File: config.mk
export PLATFORM = sky130hd
export DESIGN_NAME = dcs_clock_select
export DESIGN_NICKNAME = d
export VERILOG_FILES = /design/src/verilog/dcs_pkg.sv /design/src/verilog/dcs_edge_tick.sv /design/src/verilog/dcs_clock_select.sv
export SDC_FILE = /design/constraint.sdc
export NUM_CORES = 1
export LEC_CHECK = 0
export BUFFER_PORTS_ARGS = -buffer_cell sky130_fd_sc_hd__buf_2
export CAP_MARGIN = 0
export CORE_ASPECT_RATIO = 0.6
export CORE_UTILIZATION = 45
export DETAILED_ROUTE_END_ITERATION = 10
export PLACE_DENSITY = 0.7
export SKIP_CTS_REPAIR_TIMING = 1
export SLEW_MARGIN = 0
export SYNTH_ARGS = -nofsm -noshare
export SYNTH_HDL_FRONTEND = slang
export SYNTH_SLANG_ARGS = --single-unit
File: constraint.sdc
create_clock -name clk_sys -period 3.7 [get_ports clk_sys]
set_input_delay 0.37 -clock clk_sys [delete_from_list [all_inputs] [get_ports clk_sys]]
set_output_delay 0.37 -clock clk_sys [all_outputs]
set_load 0.02 [all_outputs]
File: src/verilog/dcs_pkg.sv
/*
 * package for the cpu clock select block: register offsets, field positions,
 * reset values, divider codes and timing counts.
 * assumes a single 50 MHz system clock and an 8-bit special register port.
 */
package dcs_pkg;
    // register byte addresses on the special register port
    localparam logic [15:0] ADDR_PROC_CLK_CTRL = 16'hFFFB;
    localparam logic [15:0] ADDR_OSC_MODE_SEL = 16'hFFF0;
    // reset values
    localparam logic [7:0] RST_PROC_CLK_CTRL = 8'h04;
    localparam logic [7:0] RST_OSC_MODE_SEL = 8'h00;
    // field positions inside the processor clock control register
    localparam int BIT_MAIN_STOP = 7;
    localparam int BIT_FEEDBACK_OFF = 6;
    localparam int BIT_SRC_STATUS = 5;
    localparam int BIT_SRC_SELECT = 4;
    localparam int BIT_MUST_ZERO = 3;
    localparam int BIT_DIV_HI = 2;
    // field position inside the oscillation mode register
    localparam int BIT_BYPASS = 0;
    // highest legal divider code
    localparam logic [2:0] DIV_MAX = 3'h4;
    // the shortest instruction takes this many cpu clocks
    localparam int CPU_CLK_PER_INSTR = 2;
    // switchover from main stays on the old clock for this many shortest instructions shifted right by the divider code; from sub for one
    localparam int SWITCH_INSTR = 16;
    // clock rate of this block
    localparam int CLK_SYS_MHZ = 50;
    // two oscillator periods of stretch after a mode write, in ns at 5 MHz
    localparam int STRETCH_NS = 400;
    localparam int STRETCH_CYC = (STRETCH_NS * CLK_SYS_MHZ) / 1000;
    // switchover engine states, gray coded from run through wait to swap; the return from swap to run flips both bits
    typedef enum logic [1:0] {
        DCS_RUN = 2'b00,
        DCS_WAIT = 2'b01,
        DCS_SWAP = 2'b11
    } dcs_state_t;
endpackage

File: src/verilog/dcs_edge_tick.sv
/*
 * turns a clock level sampled from another domain into a one-cycle tick on
 * each rising edge. two synchroniser flops come first.
 * assumes the sampled clock is far slower than clk_sys.
 */
`timescale 1ns/1ns
module dcs_edge_tick
(
    // system
    input wire logic clk_sys,
    input wire logic rst_b,
    // sampled clock and its tick
    input wire logic rawClk,
    output logic tick
);
    import dcs_pkg::*;

    typedef struct packed {
        logic meta;
        logic sync;
        logic last;
    } dcs_tick_t;

    dcs_tick_t st; // registered state
    dcs_tick_t next_st; // next state

    // shift the level through; only the sync and last stages feed the edge compare
    always_comb
    begin
        next_st = st;
        next_st.meta = rawClk;
        next_st.sync = st.meta;
        next_st.last = st.sync;
    end

    always_ff @(posedge clk_sys or negedge rst_b)
    begin
        if (!rst_b)
        begin
            st <= '0;
        end
        else
        begin
            st <= next_st;
        end
    end

    assign tick = st.sync & ~st.last;
endmodule

File: src/verilog/dcs_clock_select.sv
/*
 * cpu clock select: processor clock control and oscillation mode registers,
 * prescaler, divider chain, source switchover and oscillator controls.
 * assumes both oscillator outputs arrive as levels far slower than clk_sys;
 * the cpu clock leaves as a one-cycle enable pulse per cpu clock period.
 */
// Contract
// control register resets to 04H
// software writes zero into bit 3
// bit 5 reads active clock source
// divider codes select main/1..16 or sub/2
// mode bit bypasses or uses prescaler
// mode register resets to 00H
// mode write stretches one main period; code holds off 400 ns, two periods at 5 MHz
// mode change also switches peripheral clock
// mode register written as whole byte
// stop instruction or bit 7 halts main
// stopped main pulls output pin high
// no main stop with external clock; code has no external clock input and never blocks the stop
// subsystem oscillator never stops
// bit 6 disconnects sub feedback resistor
// on sub clock, stop main via bit
// instruction takes two cpu clocks
// switch lands after old-clock instruction delay
// main stops only once on sub clock
// status bit write ignored, shows source
`timescale 1ns/1ns
module dcs_clock_select
(
    // system
    input wire logic clk_sys,
    input wire logic rst_b,
    // special register port
    input wire logic regWrite,
    input wire logic regRead,
    input wire logic [15:0] regAddr,
    input wire logic [7:0] regWdata,
    output logic [7:0] regRdata,
    // oscillator samples and standby
    input wire logic main_osc_in_pin,
    input wire logic sub_osc_in_pin,
    input wire logic stopInstr,
    // oscillator controls
    output logic mainOscEnable,
    output logic main_osc_out_pin,
    output logic main_osc_out_pin_oe,
    output logic subOscEnable,
    output logic sub_feedback_resistor_off,
    // generated clock enables
    output logic cpuClkTick,
    output logic periphClkTick,
    output logic instrTick
);
    import dcs_pkg::*;

    typedef struct packed {
        logic [7:0] ctrl; // processor clock control, bit 5 unused here
        logic [7:0] mode; // oscillation mode select
        logic srcActive; // source now clocking the cpu, 1 = subsystem
        logic [2:0] divActive; // divider code now in force
        logic [4:0] preCnt; // prescaler and divider chain
        logic subHalf; // halves the sub clock for the cpu
        logic [4:0] instrLeft; // old-clock instructions still to run
        logic cpuPhase; // counts cpu clocks within one instruction
        logic [7:0] stretch; // cycles of mode write hold-off
        logic cpuTick; // registered cpu clock enable
        logic perTick; // registered peripheral clock enable
        logic insTick; // registered instruction boundary
        logic [7:0] rdata; // registered read data
        dcs_state_t fsm; // switchover engine
    } dcs_main_t;

    dcs_main_t st;
    dcs_main_t next_st;
    logic mainTick; // rising edge of main oscillator
    logic subTick; // rising edge of sub oscillator
    logic mainStopped; // main oscillator halted

    // main stop bit only bites once the cpu runs on the subsystem clock
    assign mainStopped = stopInstr | (st.ctrl[BIT_MAIN_STOP] & st.srcActive);

    // legal codes only; a prohibited code keeps the slowest main setting
    function automatic logic [2:0] legal_div(input logic [2:0] code);
        legal_div = (code > DIV_MAX) ? DIV_MAX : code;
    endfunction

    // chain bit whose rollover gives the selected cpu tick
    function automatic logic div_hit(input logic [4:0] cnt, input logic [2:0] code, input logic pre);
        logic [5:0] mask;
        mask = (6'h01 << code) - 6'h01;
        if (!pre)
        begin
            mask = {mask[4:0], 1'b1};
        end
        div_hit = (({1'b0, cnt} & mask) == mask);
    endfunction

    dcs_edge_tick u_main
    (
        .clk_sys(clk_sys),
        .rst_b(rst_b),
        .rawClk(main_osc_in_pin),
        .tick(mainTick)
    );

    dcs_edge_tick u_sub
    (
        .clk_sys(clk_sys),
        .rst_b(rst_b),
        .rawClk(sub_osc_in_pin),
        .tick(subTick)
    );

    // all state update
    always_comb
    begin
        logic mainPre;
        logic mainCpu;
        logic subCpu;
        logic newTick;
        logic modeWr;
        mainPre = 1'b0;
        mainCpu = 1'b0;
        subCpu = 1'b0;
        newTick = 1'b0;
        modeWr = (regWrite && regAddr == ADDR_OSC_MODE_SEL);
        next_st = st;
        next_st.cpuTick = 1'b0;
        next_st.perTick = 1'b0;
        next_st.insTick = 1'b0;
        // register writes; status bit and bit 3 never stored
        if (regWrite && regAddr == ADDR_PROC_CLK_CTRL)
        begin
            next_st.ctrl = regWdata & 8'hD7;
        end
        // a mode write reloads the hold-off and swallows that cycle's main edge,
        // so a rewrite during a running hold-off cannot be lost
        if (modeWr)
        begin
            next_st.mode = {7'h00, regWdata[BIT_BYPASS]};
            next_st.stretch = 8'(STRETCH_CYC);
        end
        else if (st.stretch != 8'h00)
        begin
            next_st.stretch = st.stretch - 8'h01;
        end
        else if (mainTick && !mainStopped)
        begin
            next_st.preCnt = st.preCnt + 5'h01;
            mainPre = st.mode[BIT_BYPASS] | st.preCnt[0];
            mainCpu = div_hit(st.preCnt, st.divActive, st.mode[BIT_BYPASS]);
        end
        next_st.perTick = mainPre;
        // sub halver has its own bit so sub edges never disturb the main chain
        subCpu = subTick & st.subHalf;
        if (subTick)
        begin
            next_st.subHalf = ~st.subHalf;
        end
        newTick = st.srcActive ? subCpu : mainCpu;
        next_st.cpuTick = newTick;
        if (newTick)
        begin
            next_st.cpuPhase = ~st.cpuPhase;
            next_st.insTick = st.cpuPhase;
        end
        // switchover engine: old clock keeps running for a few instructions
        unique case (st.fsm)
            DCS_RUN:
            begin
                if (next_st.ctrl[BIT_SRC_SELECT] != st.srcActive ||
                    legal_div(next_st.ctrl[BIT_DIV_HI:0]) != st.divActive)
                begin
                    next_st.fsm = DCS_WAIT;
                    next_st.instrLeft = st.srcActive ? 5'h01 :
                        5'((SWITCH_INSTR >> st.divActive));
                end
            end
            DCS_WAIT:
            begin
                if (st.insTick)
                begin
                    next_st.instrLeft = st.instrLeft - 5'h01;
                    if (st.instrLeft == 5'h01)
                    begin
                        next_st.fsm = DCS_SWAP;
                    end
                end
            end
            DCS_SWAP:
            begin
                next_st.srcActive = st.ctrl[BIT_SRC_SELECT];
                next_st.divActive = legal_div(st.ctrl[BIT_DIV_HI:0]);
                next_st.cpuPhase = 1'b0;
                next_st.fsm = DCS_RUN;
            end
        endcase
        // read mux, status bit from the engine
        next_st.rdata = 8'h00;
        if (regRead && regAddr == ADDR_PROC_CLK_CTRL)
        begin
            next_st.rdata = st.ctrl;
            next_st.rdata[BIT_SRC_STATUS] = st.srcActive;
        end
        else if (regRead && regAddr == ADDR_OSC_MODE_SEL)
        begin
            next_st.rdata = st.mode;
        end
    end

    // state register; reset loads documented defaults
    always_ff @(posedge clk_sys or negedge rst_b)
    begin
        if (!rst_b)
        begin
            st <= '0;
            st.ctrl <= RST_PROC_CLK_CTRL;
            st.mode <= RST_OSC_MODE_SEL;
            st.divActive <= DIV_MAX;
            st.fsm <= DCS_RUN;
        end
        else
        begin
            st <= next_st;
        end
    end

    assign regRdata = st.rdata;
    assign mainOscEnable = ~mainStopped;
    assign main_osc_out_pin = 1'b1;
    assign main_osc_out_pin_oe = mainStopped;
    assign subOscEnable = 1'b1;
    assign sub_feedback_resistor_off = st.ctrl[BIT_FEEDBACK_OFF];
    assign cpuClkTick = st.cpuTick;
    assign periphClkTick = st.perTick;
    assign instrTick = st.insTick;

    property p_reset_ctrl;
        @(posedge clk_sys) $rose(rst_b) |-> st.ctrl == RST_PROC_CLK_CTRL && st.mode == RST_OSC_MODE_SEL;
    endproperty
    a_reset_ctrl: assert property (p_reset_ctrl) else $error("reset values wrong");
    property p_zero_bits;
        @(posedge clk_sys) disable iff (!rst_b) st.ctrl[BIT_MUST_ZERO] == 1'b0 && st.mode[7:1] == 7'h00;
    endproperty
    a_zero_bits: assert property (p_zero_bits) else $error("fixed bits stored");
    property p_status_read;
        @(posedge clk_sys) disable iff (!rst_b)
            regRead && regAddr == ADDR_PROC_CLK_CTRL |=> regRdata[BIT_SRC_STATUS] == $past(st.srcActive);
    endproperty
    a_status_read: assert property (p_status_read) else $error("status read wrong");
    property p_stretch;
        @(posedge clk_sys) disable iff (!rst_b)
            regWrite && regAddr == ADDR_OSC_MODE_SEL |=> !st.perTick [*8];
    endproperty
    a_stretch: assert property (p_stretch) else $error("mode write no stretch");
    property p_main_stop;
        @(posedge clk_sys) disable iff (!rst_b)
            st.ctrl[BIT_MAIN_STOP] && !st.srcActive && !stopInstr |-> mainOscEnable;
    endproperty
    a_main_stop: assert property (p_main_stop) else $error("main stopped early");
    property p_pullup;
        @(posedge clk_sys) disable iff (!rst_b) !mainOscEnable |-> main_osc_out_pin_oe && main_osc_out_pin;
    endproperty
    a_pullup: assert property (p_pullup) else $error("pin not pulled up");
    property p_sub_run;
        @(posedge clk_sys) disable iff (!rst_b) subOscEnable;
    endproperty
    a_sub_run: assert property (p_sub_run) else $error("sub osc stopped");
    property p_frc;
        @(posedge clk_sys) disable iff (!rst_b)
            regWrite && regAddr == ADDR_PROC_CLK_CTRL |=> sub_feedback_resistor_off == $past(regWdata[6]);
    endproperty
    a_frc: assert property (p_frc) else $error("feedback bit wrong");
    property p_instr;
        @(posedge clk_sys) disable iff (!rst_b) st.insTick |-> st.cpuTick && !st.cpuPhase;
    endproperty
    a_instr: assert property (p_instr) else $error("instruction length wrong");
    property p_swap;
        @(posedge clk_sys) disable iff (!rst_b) $changed(st.srcActive) |-> $past(st.fsm) == DCS_SWAP;
    endproperty
    a_swap: assert property (p_swap) else $error("source switched directly");
    c_to_sub: cover property (@(posedge clk_sys) disable iff (!rst_b) $rose(st.srcActive));
    c_main_off: cover property (@(posedge clk_sys) disable iff (!rst_b) $fell(mainOscEnable));
    c_mode_wr: cover property (@(posedge clk_sys) disable iff (!rst_b) regWrite && regAddr == ADDR_OSC_MODE_SEL);
endmodule

==> flow_summary.yaml, run 1 <==
worst_setup_path:
  path_cells: "inv_1, ha_1, or3b_4, or4b_4, a211oi_4, o21ai_2, o32ai_4, and2_4, a211oi_2"
  worstSetupEndpointType: "register"
  cpPeakStageDelay_ns: 0.56
  arrival_ns: 3.07
  ff2ff_path_depth: 9
  cp_slowest_cell: "or4b_4"
  path_delay_family: "simple AND/OR/NAND/NOR gates"
  ff2ff_setup_slack_ns: 0.80
  worstPathRequired_ns: 3.87
  critPathBufInv: 1
  start_kind: "register"
  worstReg2RegEnd: "st[21]"
  timing.rr.start: "st[13]"
  cp_max_fo: 7
  crit_type: "reg2reg"
pwr:
  switching_share_pct: 23.91
  power-per-cell-area_mw_per_mm2: 408.3
  p_switching_mw: 0.2814
  intPower_mw: 0.8957
  power.share.clock_pct: 38.3
  p_leak_nw: 1.348
  pwr-share-comb_pct: 9.8
  p_seq_share_pct: 51.9
  ir_drop_uv: 205.6
detailed_routing:
  num_vias: 1997
  drt_iter0_drc: 166
  wire_per_inst_um: 14.74
  via_per_inst: 5.625
  first_pass_iters: 6
  drc_errors: 0
  wl_um: 5233
  antenna_left: 0
timing:
  relSlewSlack_pct: 49.52
  fmax_mhz: 344.5
  fin_crit_sh_pct: 78.45
  slew_viol_final: 0
  finalSetupViolations: 0
  tightest_slew_ns: 0.7502
  rsz0062_at_grt: "no"
  whs_ns: 0.1702
  fin_crit_ns: 2.903
  final_hold_viol_count: 0
  setup_tns_ns: 0
  skew_ns: 0.005239
clocking:
  htree_levels: 2
  cts-root-buf: "clkbuf_8"
  path_clk_slew_ns: 0.09
  clk_path_buf_depth: 2
  numCtsBuffers: 5
  clkSinkCount: 49
  clk_latency_ns: 0.30
  cts_tree: "yes"
final_layout:
  layout-drive-gt1-share_pct: 24.91
  fin_cells: 355
  most-common-layout-cells: "dfrtp_1, buf_2, nand2_1, nor2_1, a21oi_1"
  fin_nets: 323
  final_common_cell: "dfrtp_1"
  nFillCells: 454
  diodes: 0
  area_growth_pct: 12.78
worst_hold_path:
  min_delay_path_depth: 1
  hp-class: "in2reg"
  hold_path.startpoint: "main_osc_in_pin"
  hold_end: "u_main.next_st[1]"
global_routing:
  use_met2_pct: 28.57
  grtUsageMet1_pct: 30.29
  grt_max_degree: 34
  grt_antenna_before_repair: 0
  grt_pass1_wl_um: 9004
  track_usage_pct: 19.74
  gr-total-overflow: 0
  grtUsageMet3_pct: 4.263
  grt_pass1_vias: 1840
  top_usage_layer: "met1"
synth:
  syn_area_mm2: 0.002556
  syn_avg_cell_area_um2: 9.985
  yosysSeqAreaShare_pct: 48.07
  synth_edf_count: 0
  yosysWarnings: 0
  synth.distinct_cells: 56
  yosys_register_bits: 49
  synthCells: 256
  synthFlopType: "dfrtp_1"
  postSynth.asyncResetShare_pct: 100.0
die:
  start_util_pct: 48.64
  dieArea_mm2: 0.005996
  chipHeight_um: 60.38
  ios: 47
  design.core.area_mm2: 0.005255
  rows: 20
  fp.dieW_um: 99.30
place:
  io_buffers: 41
  post-place-cells: 346
  dp_hpwl_um: 3747
  place.gp.congestion: 0.8435
flow_run:
  drv_cap: 0
run_status:
  status: "complete, no violations"
## cells in the mapped netlist (all sizes together), types with 6 or more instances
library cell  number  share of area (%)
nor3               6                1.2
nand2             26                3.8
inv               10                1.5
mux2               8                3.5
nand4              7                1.7
and3               7                1.7
xnor2              6                2.1
o21ai             12                2.5
a21oi             12                2.3
dfrtp             47                 46
buf               12                3.7
clkbuf             8                1.2
nand2b             6                1.5
nor2              19                2.8
## layout make-up
cell class	instances	area, um^2	area share (%)
clock buffers	5	68.82	2.387
clock inverters	3	65.06	2.257
inverters	10	37.54	1.302
multi-input cells	178	1170	40.58
flip-flops and latches	49	1229	42.62
well taps	66	82.58	2.865
repair buffers	44	230.2	7.986
## metrics by stage
| step | setup slack [ns] | area [um^2] | utilization (%) | power (mW) |
|---|---|---|---|---|
| 4_1_cts | 0.8004 | 2873 | 54.67 | 1.182 |
| 5_1_grt | 0.6270 | 2883 | 54.86 | 1.232 |
| 3_3_place_gp | 0.8986 | 2739 | 52.12 | 0.7322 |
| 3_5_place_dp | 0.8672 | 2739 | 52.12 | 0.7349 |
| 6_report | 0.7975 | 2883 | 54.86 | 1.177 |
| 2_1_floorplan | 1.009 | 2560 | - | 0.6861 |
## per-layer routing
| layer | routed length (um) | vias to the layer above | share of wire (%) |
|---|---|---|---|
| met2 | 2051 | 78 | 39 |
| met5 | 0 | - | 0 |
| li1 | - | 962 | - |
| met3 | 413 | 4 | 7.9 |
| met1 | 2738 | 953 | 52 |
| met4 | 29 | 0 | 0.55 |
## cell families (layout without fill, tap and decap cells)
family / count (synthesis) / after routing / synth area share, %
simple gates: 98 / 98 / 20.17
xor+xnor: 9 / 9 / 3.084
mux: 9 / 9 / 3.916
flops: 49 / 49 / 48.07
buf+inv: 30 / 62 / 6.314
fa+ha+maj: 4 / 4 / 1.958
other cells: 2 / 3 / 0.2938
compound gates: 55 / 55 / 16.20
## sequential cells by signal, indices dropped and copies added, names as in the netlist
register and count:
cpuClkTick 1, instrTick 1, periphClkTick 1, regRdata 7
st 32, sub_feedback_resistor_off 1, u_main.next_st 2, u_main.st 1
u_sub.next_st 2, u_sub.st 1
## worst max path at each step
stage	cells after the start	slack (ns)	to	from
2_1_floorplan	10	1.01	st[21]	st[13]
3_3_place_gp	9	0.90	st[21]	st[13]
3_5_place_dp	9	0.87	st[21]	st[13]
4_1_cts	9	0.80	st[21]	st[13]
5_1_grt	9	0.63	st[21]	st[13]
6_report	9	0.80	st[21]	st[13]
## power groups by stage
stage | Sequential, mW | Combinational (mW) | Clock [mW]
after global placement | 0.620 | 0.112 | 0
after global routing | 0.617 | 0.132 | 0.483
after detailed placement | 0.621 | 0.114 | 0
after floorplan | 0.611 | 0.0750 | 0
after CTS | 0.610 | 0.115 | 0.457
final | 0.610 | 0.115 | 0.451
(Power assumes the default switching activity.)
==> run 2, diff against run 1 <==
ABC_AREA = 1   (was not set)
PLACE_DENSITY = 0.73   (was 0.7)
clock period = 2.48 ns   (was 3.7 ns; I/O delays follow)
==> flow_summary.yaml, run 2 <==
synth:
  yosys_register_bits: 49
  synthMuxAreaShare_pct: 0.4541
  synth_edf_count: 0
  synth_compound_gate_area_share_pct: 8.729
  synthCells: 297
  yosysWarnings: 0
  synthSimpleGateAreaFrac_pct: 25.98
  syn_avg_cell_area_um2: 8.350
  yosys.area.top_type: "dfrtp_1"
  synth.distinct_cells: 32
  yosysSeqAreaShare_pct: 49.55
  yosysMostFrequentCell: "nand2_1"
  synth_top_area_share_pct: 47.43
  yosys-top-cells-count: "nand2_1, dfrtp_1, inv_1"
  synth_top_family_by_area: "simple AND/OR/NAND/NOR gates"
  synthXorXnorAreaFrac_pct: 2.825
  synthFlopType: "dfrtp_1"
  syn_area_mm2: 0.002480
  postSynth.asyncResetShare_pct: 100.0
  netlist_top_cells_area: "dfrtp_1, nand2_1, inv_1, nor2_1, nand3_1"
  synthAdderAreaFrac_pct: 2.018
timing:
  final_hold_viol_count: 0
  fin_ws_ns: 0.6073
  setup_tns_ns: 0
  finalSetupViolations: 0
  fin_crit_ns: 1.873
  fin_crit_sh_pct: 75.51
  skew_ns: 0.009346
  slew_viol_final: 0
  fmax_mhz: 534.0
  rsz0062_at_grt: "no"
flow_run:
  drv_cap: 0
pwr:
  intPower_mw: 1.260
  power-per-cell-area_mw_per_mm2: 643.0
  switching_share_pct: 30.34
  p_seq_share_pct: 54.8
  power.share.clock_pct: 25.2
  ir_drop_uv: 476.3
  pwr-share-comb_pct: 20.0
  p_leak_nw: 1.547
  p_switching_mw: 0.5486
worst_setup_path:
  start_kind: "register"
  ff2ff_setup_slack_ns: 0.61
  worstReg2RegEnd: "st[32]"
  worstPathRequired_ns: 2.68
  timing.rr.start: "st[13]"
  crit_path_end: "st[32]"
  crit_type: "reg2reg"
  worstSetupEndpointType: "register"
  cp_max_fo: 6
  startpoint: "st[13]"
  ff2ff_path_depth: 10
  arrival_ns: 2.07
detailed_routing:
  num_vias: 1977
  drt_iter0_drc: 115
  drc_errors: 6
  wl_um: 4632
  via_per_inst: 4.881
  first_pass_iters: 7
  antenna_left: 0
  wire_per_inst_um: 11.44
global_routing:
  grt_pass1_wl_um: 8307
  grt_max_degree: 50
  gr-total-overflow: 0
  grt_pass1_vias: 1884
  grt_antenna_before_repair: 0
  track_usage_pct: 18.13
place:
  io_buffers: 41
  place_ws_ns: 0.6217
  place_area_mm2: 0.002716
  dp_hpwl_um: 3510
  place.gp.congestion: 0.8619
  post-place-cells: 396
final_layout:
  layout-drive-gt1-share_pct: 21.83
  largest_register_ffs: 32
  regMostFlops: "st"
  most-common-layout-cells: "nand2_1, dfrtp_1, inv_1, buf_2, nor2_1"
  fin_cells: 405
  nFillCells: 504
  area_growth_pct: 13.42
  fin_nets: 373
  final_common_cell: "nand2_1"
  diodes: 0
  fin_area_mm2: 0.002813
die:
  design.core.area_mm2: 0.005180
  start_util_pct: 47.87
  chipHeight_um: 59.50
  ios: 47
  rows: 20
  dieArea_mm2: 0.005821
  fp.dieW_um: 97.84
clocking:
  clk_latency_ns: 0.30
  clk_path_buf_depth: 2
  htree_levels: 2
  path_clk_slew_ns: 0.09
  clkSinkCount: 49
  cts-root-buf: "clkbuf_8"
  cts_tree: "yes"
  numCtsBuffers: 5
run_status:
  failed_checks: "design-rule violations"
  status: "complete, but fails checks"
worst_hold_path:
  hp-class: "in2reg"
run 2: worst min path at each step:
stage                               from          endpoint  cells past startpoint
final                     sub_osc_in_pin  u_sub.next_st[1]                      1
after floorplan                    rst_b        cpuClkTick                      0
after CTS                          rst_b            st[26]                      2
after global placement             rst_b       regRdata[6]                      2
after global routing      sub_osc_in_pin  u_sub.next_st[1]                      1
after detailed placement           rst_b       regRdata[6]                      2
run 2: area by class of cell:
type / instances / area, um^2 / share of cell area, %
inverters: 47 / 176.4 / 6.272
multi-input cells: 192 / 1003 / 35.68
repair buffers: 43 / 235.2 / 8.363
well taps: 66 / 82.58 / 2.936
flip-flops and latches: 49 / 1229 / 43.68
clock buffers: 5 / 68.82 / 2.447
clock inverters: 3 / 17.52 / 0.6228
run 2: per-stage QoR:
| stage | hold WS, ns | power, mW | utilization [%] |
|---|---|---|---|
| final | 0.04282 | 1.808 | 54.30 |
| after global routing | 0.02495 | 1.948 | 54.30 |
| after CTS | -0.07300 | 1.834 | 54.11 |
| after detailed placement | 0.2533 | 1.371 | 52.44 |
| after global placement | 0.2531 | 1.354 | 52.44 |
| after floorplan | -0.04759 | 1.261 | - |
run 2: power groups by stage:
stage | clock [mW] | combinational, mW | sequential (mW)
floorplan | 0 | 0.276 | 0.985
global placement | 0 | 0.351 | 1.00
detailed placement | 0 | 0.365 | 1.01
CTS | 0.477 | 0.365 | 0.992
global route | 0.507 | 0.433 | 1.01
finish | 0.456 | 0.361 | 0.991
run 2: kinds of logic (layout without fill, tap and decap cells):
group / Yosys count / count (layout)
other: 2 / 3
flip-flops: 49 / 49
AND/OR/NAND/NOR: 139 / 139
adder cells (fa/ha/maj): 4 / 4
buffers and inverters: 57 / 98
AO/OA/AOI/OAI: 37 / 37
XOR/XNOR: 8 / 8
multiplexers: 1 / 1
run 2: routing by layer:
metal	share of wire, %	track usage [%]	routed length [um]
met5	0	0	0
met4	0.19	3.247	9
met3	6.1	5.189	284
met2	42	29.48	1936
met1	52	24.73	2402
run 2: critical path, cell delays in order, from the launching register on:
cell and delay (ns):
dfrtp_1 0.40, inv_1 0.08, ha_1 0.19, nand3_1 0.13, nor3_1 0.21, nand2_1 0.10, inv_1 0.09, nand3_2 0.14
nor2_1 0.19, nand3_1 0.11, xnor2_1 0.13
==> run 3, diff against run 2 <==
ABC_AREA = 0   (was 1)
PLACE_DENSITY = 0.7   (was 0.73)
clock period = 1.9 ns   (was 2.48 ns; I/O delays follow)
==> flow_summary.yaml, run 3 (same netlist as run 1, synthesis figures left out) <==
timing:
  fin_crit_sh_pct: 128.3
  whs_ns: 0.1131
  final_hold_viol_count: 0
  fin_ws_ns: -0.5369
  finalSetupViolations: 16
  relSlewSlack_pct: 63.19
  tightest_slew_ns: 0.5522
  skew_ns: 0.005918
  slew_viol_final: 0
  fmax_mhz: 410.4
  fin_crit_ns: 2.437
  rsz0062_at_grt: "yes"
clocking:
  path_clk_slew_ns: 0.10
  numCtsBuffers: 5
  htree_levels: 2
  cts_tree: "yes"
  clk_latency_ns: 0.30
  cts-root-buf: "clkbuf_8"
  clkSinkCount: 49
  clk_path_buf_depth: 2
detailed_routing:
  drt_iter0_drc: 108
  first_pass_iters: 4
  wire_per_inst_um: 14.86
  num_vias: 2195
  antenna_left: 0
  drc_errors: 0
  wl_um: 5960
  via_per_inst: 5.474
die:
  chipHeight_um: 60.38
  start_util_pct: 48.64
  rows: 20
  dieArea_mm2: 0.005996
  ios: 47
  fp.dieW_um: 99.30
  design.core.area_mm2: 0.005255
final_layout:
  area_growth_pct: 28.34
  most-common-layout-cells: "dfrtp_1, buf_4, buf_2, nand2_1, nor2_1"
  layout-drive-gt1-share_pct: 39.40
  largest_register_ffs: 32
  final_common_cell: "dfrtp_1"
  nFillCells: 444
  regMostFlops: "st"
  diodes: 0
  fin_nets: 369
worst_setup_path:
  worstSetupEndpointType: "register"
  cp_max_fo: 3
  worstPathRequired_ns: 2.09
  start_kind: "register"
  arrival_ns: 2.63
  crit_type: "reg2reg"
pwr:
  ir_drop_uv: 392.4
  p_leak_nw: 1.585
  power-per-cell-area_mw_per_mm2: 648.8
flow_run:
  drv_cap: 0
run_status:
  status: "complete, but fails checks"
  failed_checks: "negative setup slack"
worst_hold_path:
  hp-class: "in2reg"
place:
  place.gp.congestion: 0.9365
  dp_hpwl_um: 4530
  place_ws_ns: -0.5523
  io_buffers: 41
global_routing:
  grtUsageMet3_pct: 5.415
  grt_pass1_vias: 2050
  grtUsageMet1_pct: 31.11
  use_met2_pct: 33.53
  grt_antenna_before_repair: 0
  grt_max_degree: 27
  top_usage_layer: "met2"
  gr-total-overflow: 0
  track_usage_pct: 21.61
  grt_pass1_wl_um: 9729
==> run 3: per-layer routing <==
metal | vias up | part of all wire [%] | routed length, um
li1 | 1055 | - | -
met1 | 1044 | 49 | 2911
met2 | 92 | 42 | 2488
met3 | 4 | 8.9 | 529
met4 | 0 | 0.49 | 29
met5 | - | 0 | 0
==> run 3: worst paths after layout <==
kind                                          end  slack, ns  depth (start not counted)               from
worst max-delay path                       st[21]      -0.54                          9             st[14]
worst min-delay path                       st[52]       0.11                          2        regWdata[7]
worst max register to register             st[21]      -0.54                          9             st[14]
worst min register to register  u_main.next_st[0]       0.36                          0  u_main.next_st[1]
max in group asynchronous                  st[47]       0.90                          3              rst_b
min in group asynchronous                  st[28]       0.40                          2              rst_b
==> run 3: final cells by class <==
cell class,count,area (um^2),area share (%)
sequential,49,1229,37.45
inverter,10,37.54,1.144
timing repair buffer,90,596.8,18.19
multi-input combinational,178,1245,37.95
clock inverter,3,21.27,0.6484
tap,66,82.58,2.517
clock buffer,5,68.82,2.098
==> run 3: report_power, final <==
group | total (mW) | switching, mW | leakage, nW | internal, mW
Sequential | 1.17 | 0.0529 | 0.623 | 1.12
Clock | 0.633 | 0.371 | 0.0445 | 0.262
Combinational | 0.323 | 0.165 | 0.917 | 0.157
==> run 3: through the flow <==
stage | cell area, um^2 | setup TNS, ns | total power, mW | std cells | utilization, %
floorplan | 2569 | -4.417 | 1.337 | 257 | -
global placement | 3083 | -5.500 | 1.492 | 389 | 58.67
detailed placement | 3083 | -6.866 | 1.498 | 389 | 58.67
CTS | 3173 | -5.714 | 2.118 | 397 | 60.38
global route | 3281 | -6.366 | 2.224 | 401 | 62.43
finish | 3281 | -4.960 | 2.128 | 401 | 62.43
==> run 3: worst max-delay path: stages, from the launching register on <==
cell and delay (ns):
dfrtp_1 0.41, inv_2 0.09, ha_4 0.13, or3b_4 0.38, or4b_4 0.52, a211oi_4 0.22, o21ai_2 0.11, o32ai_4 0.24
and2_4 0.19, a211oi_2 0.04
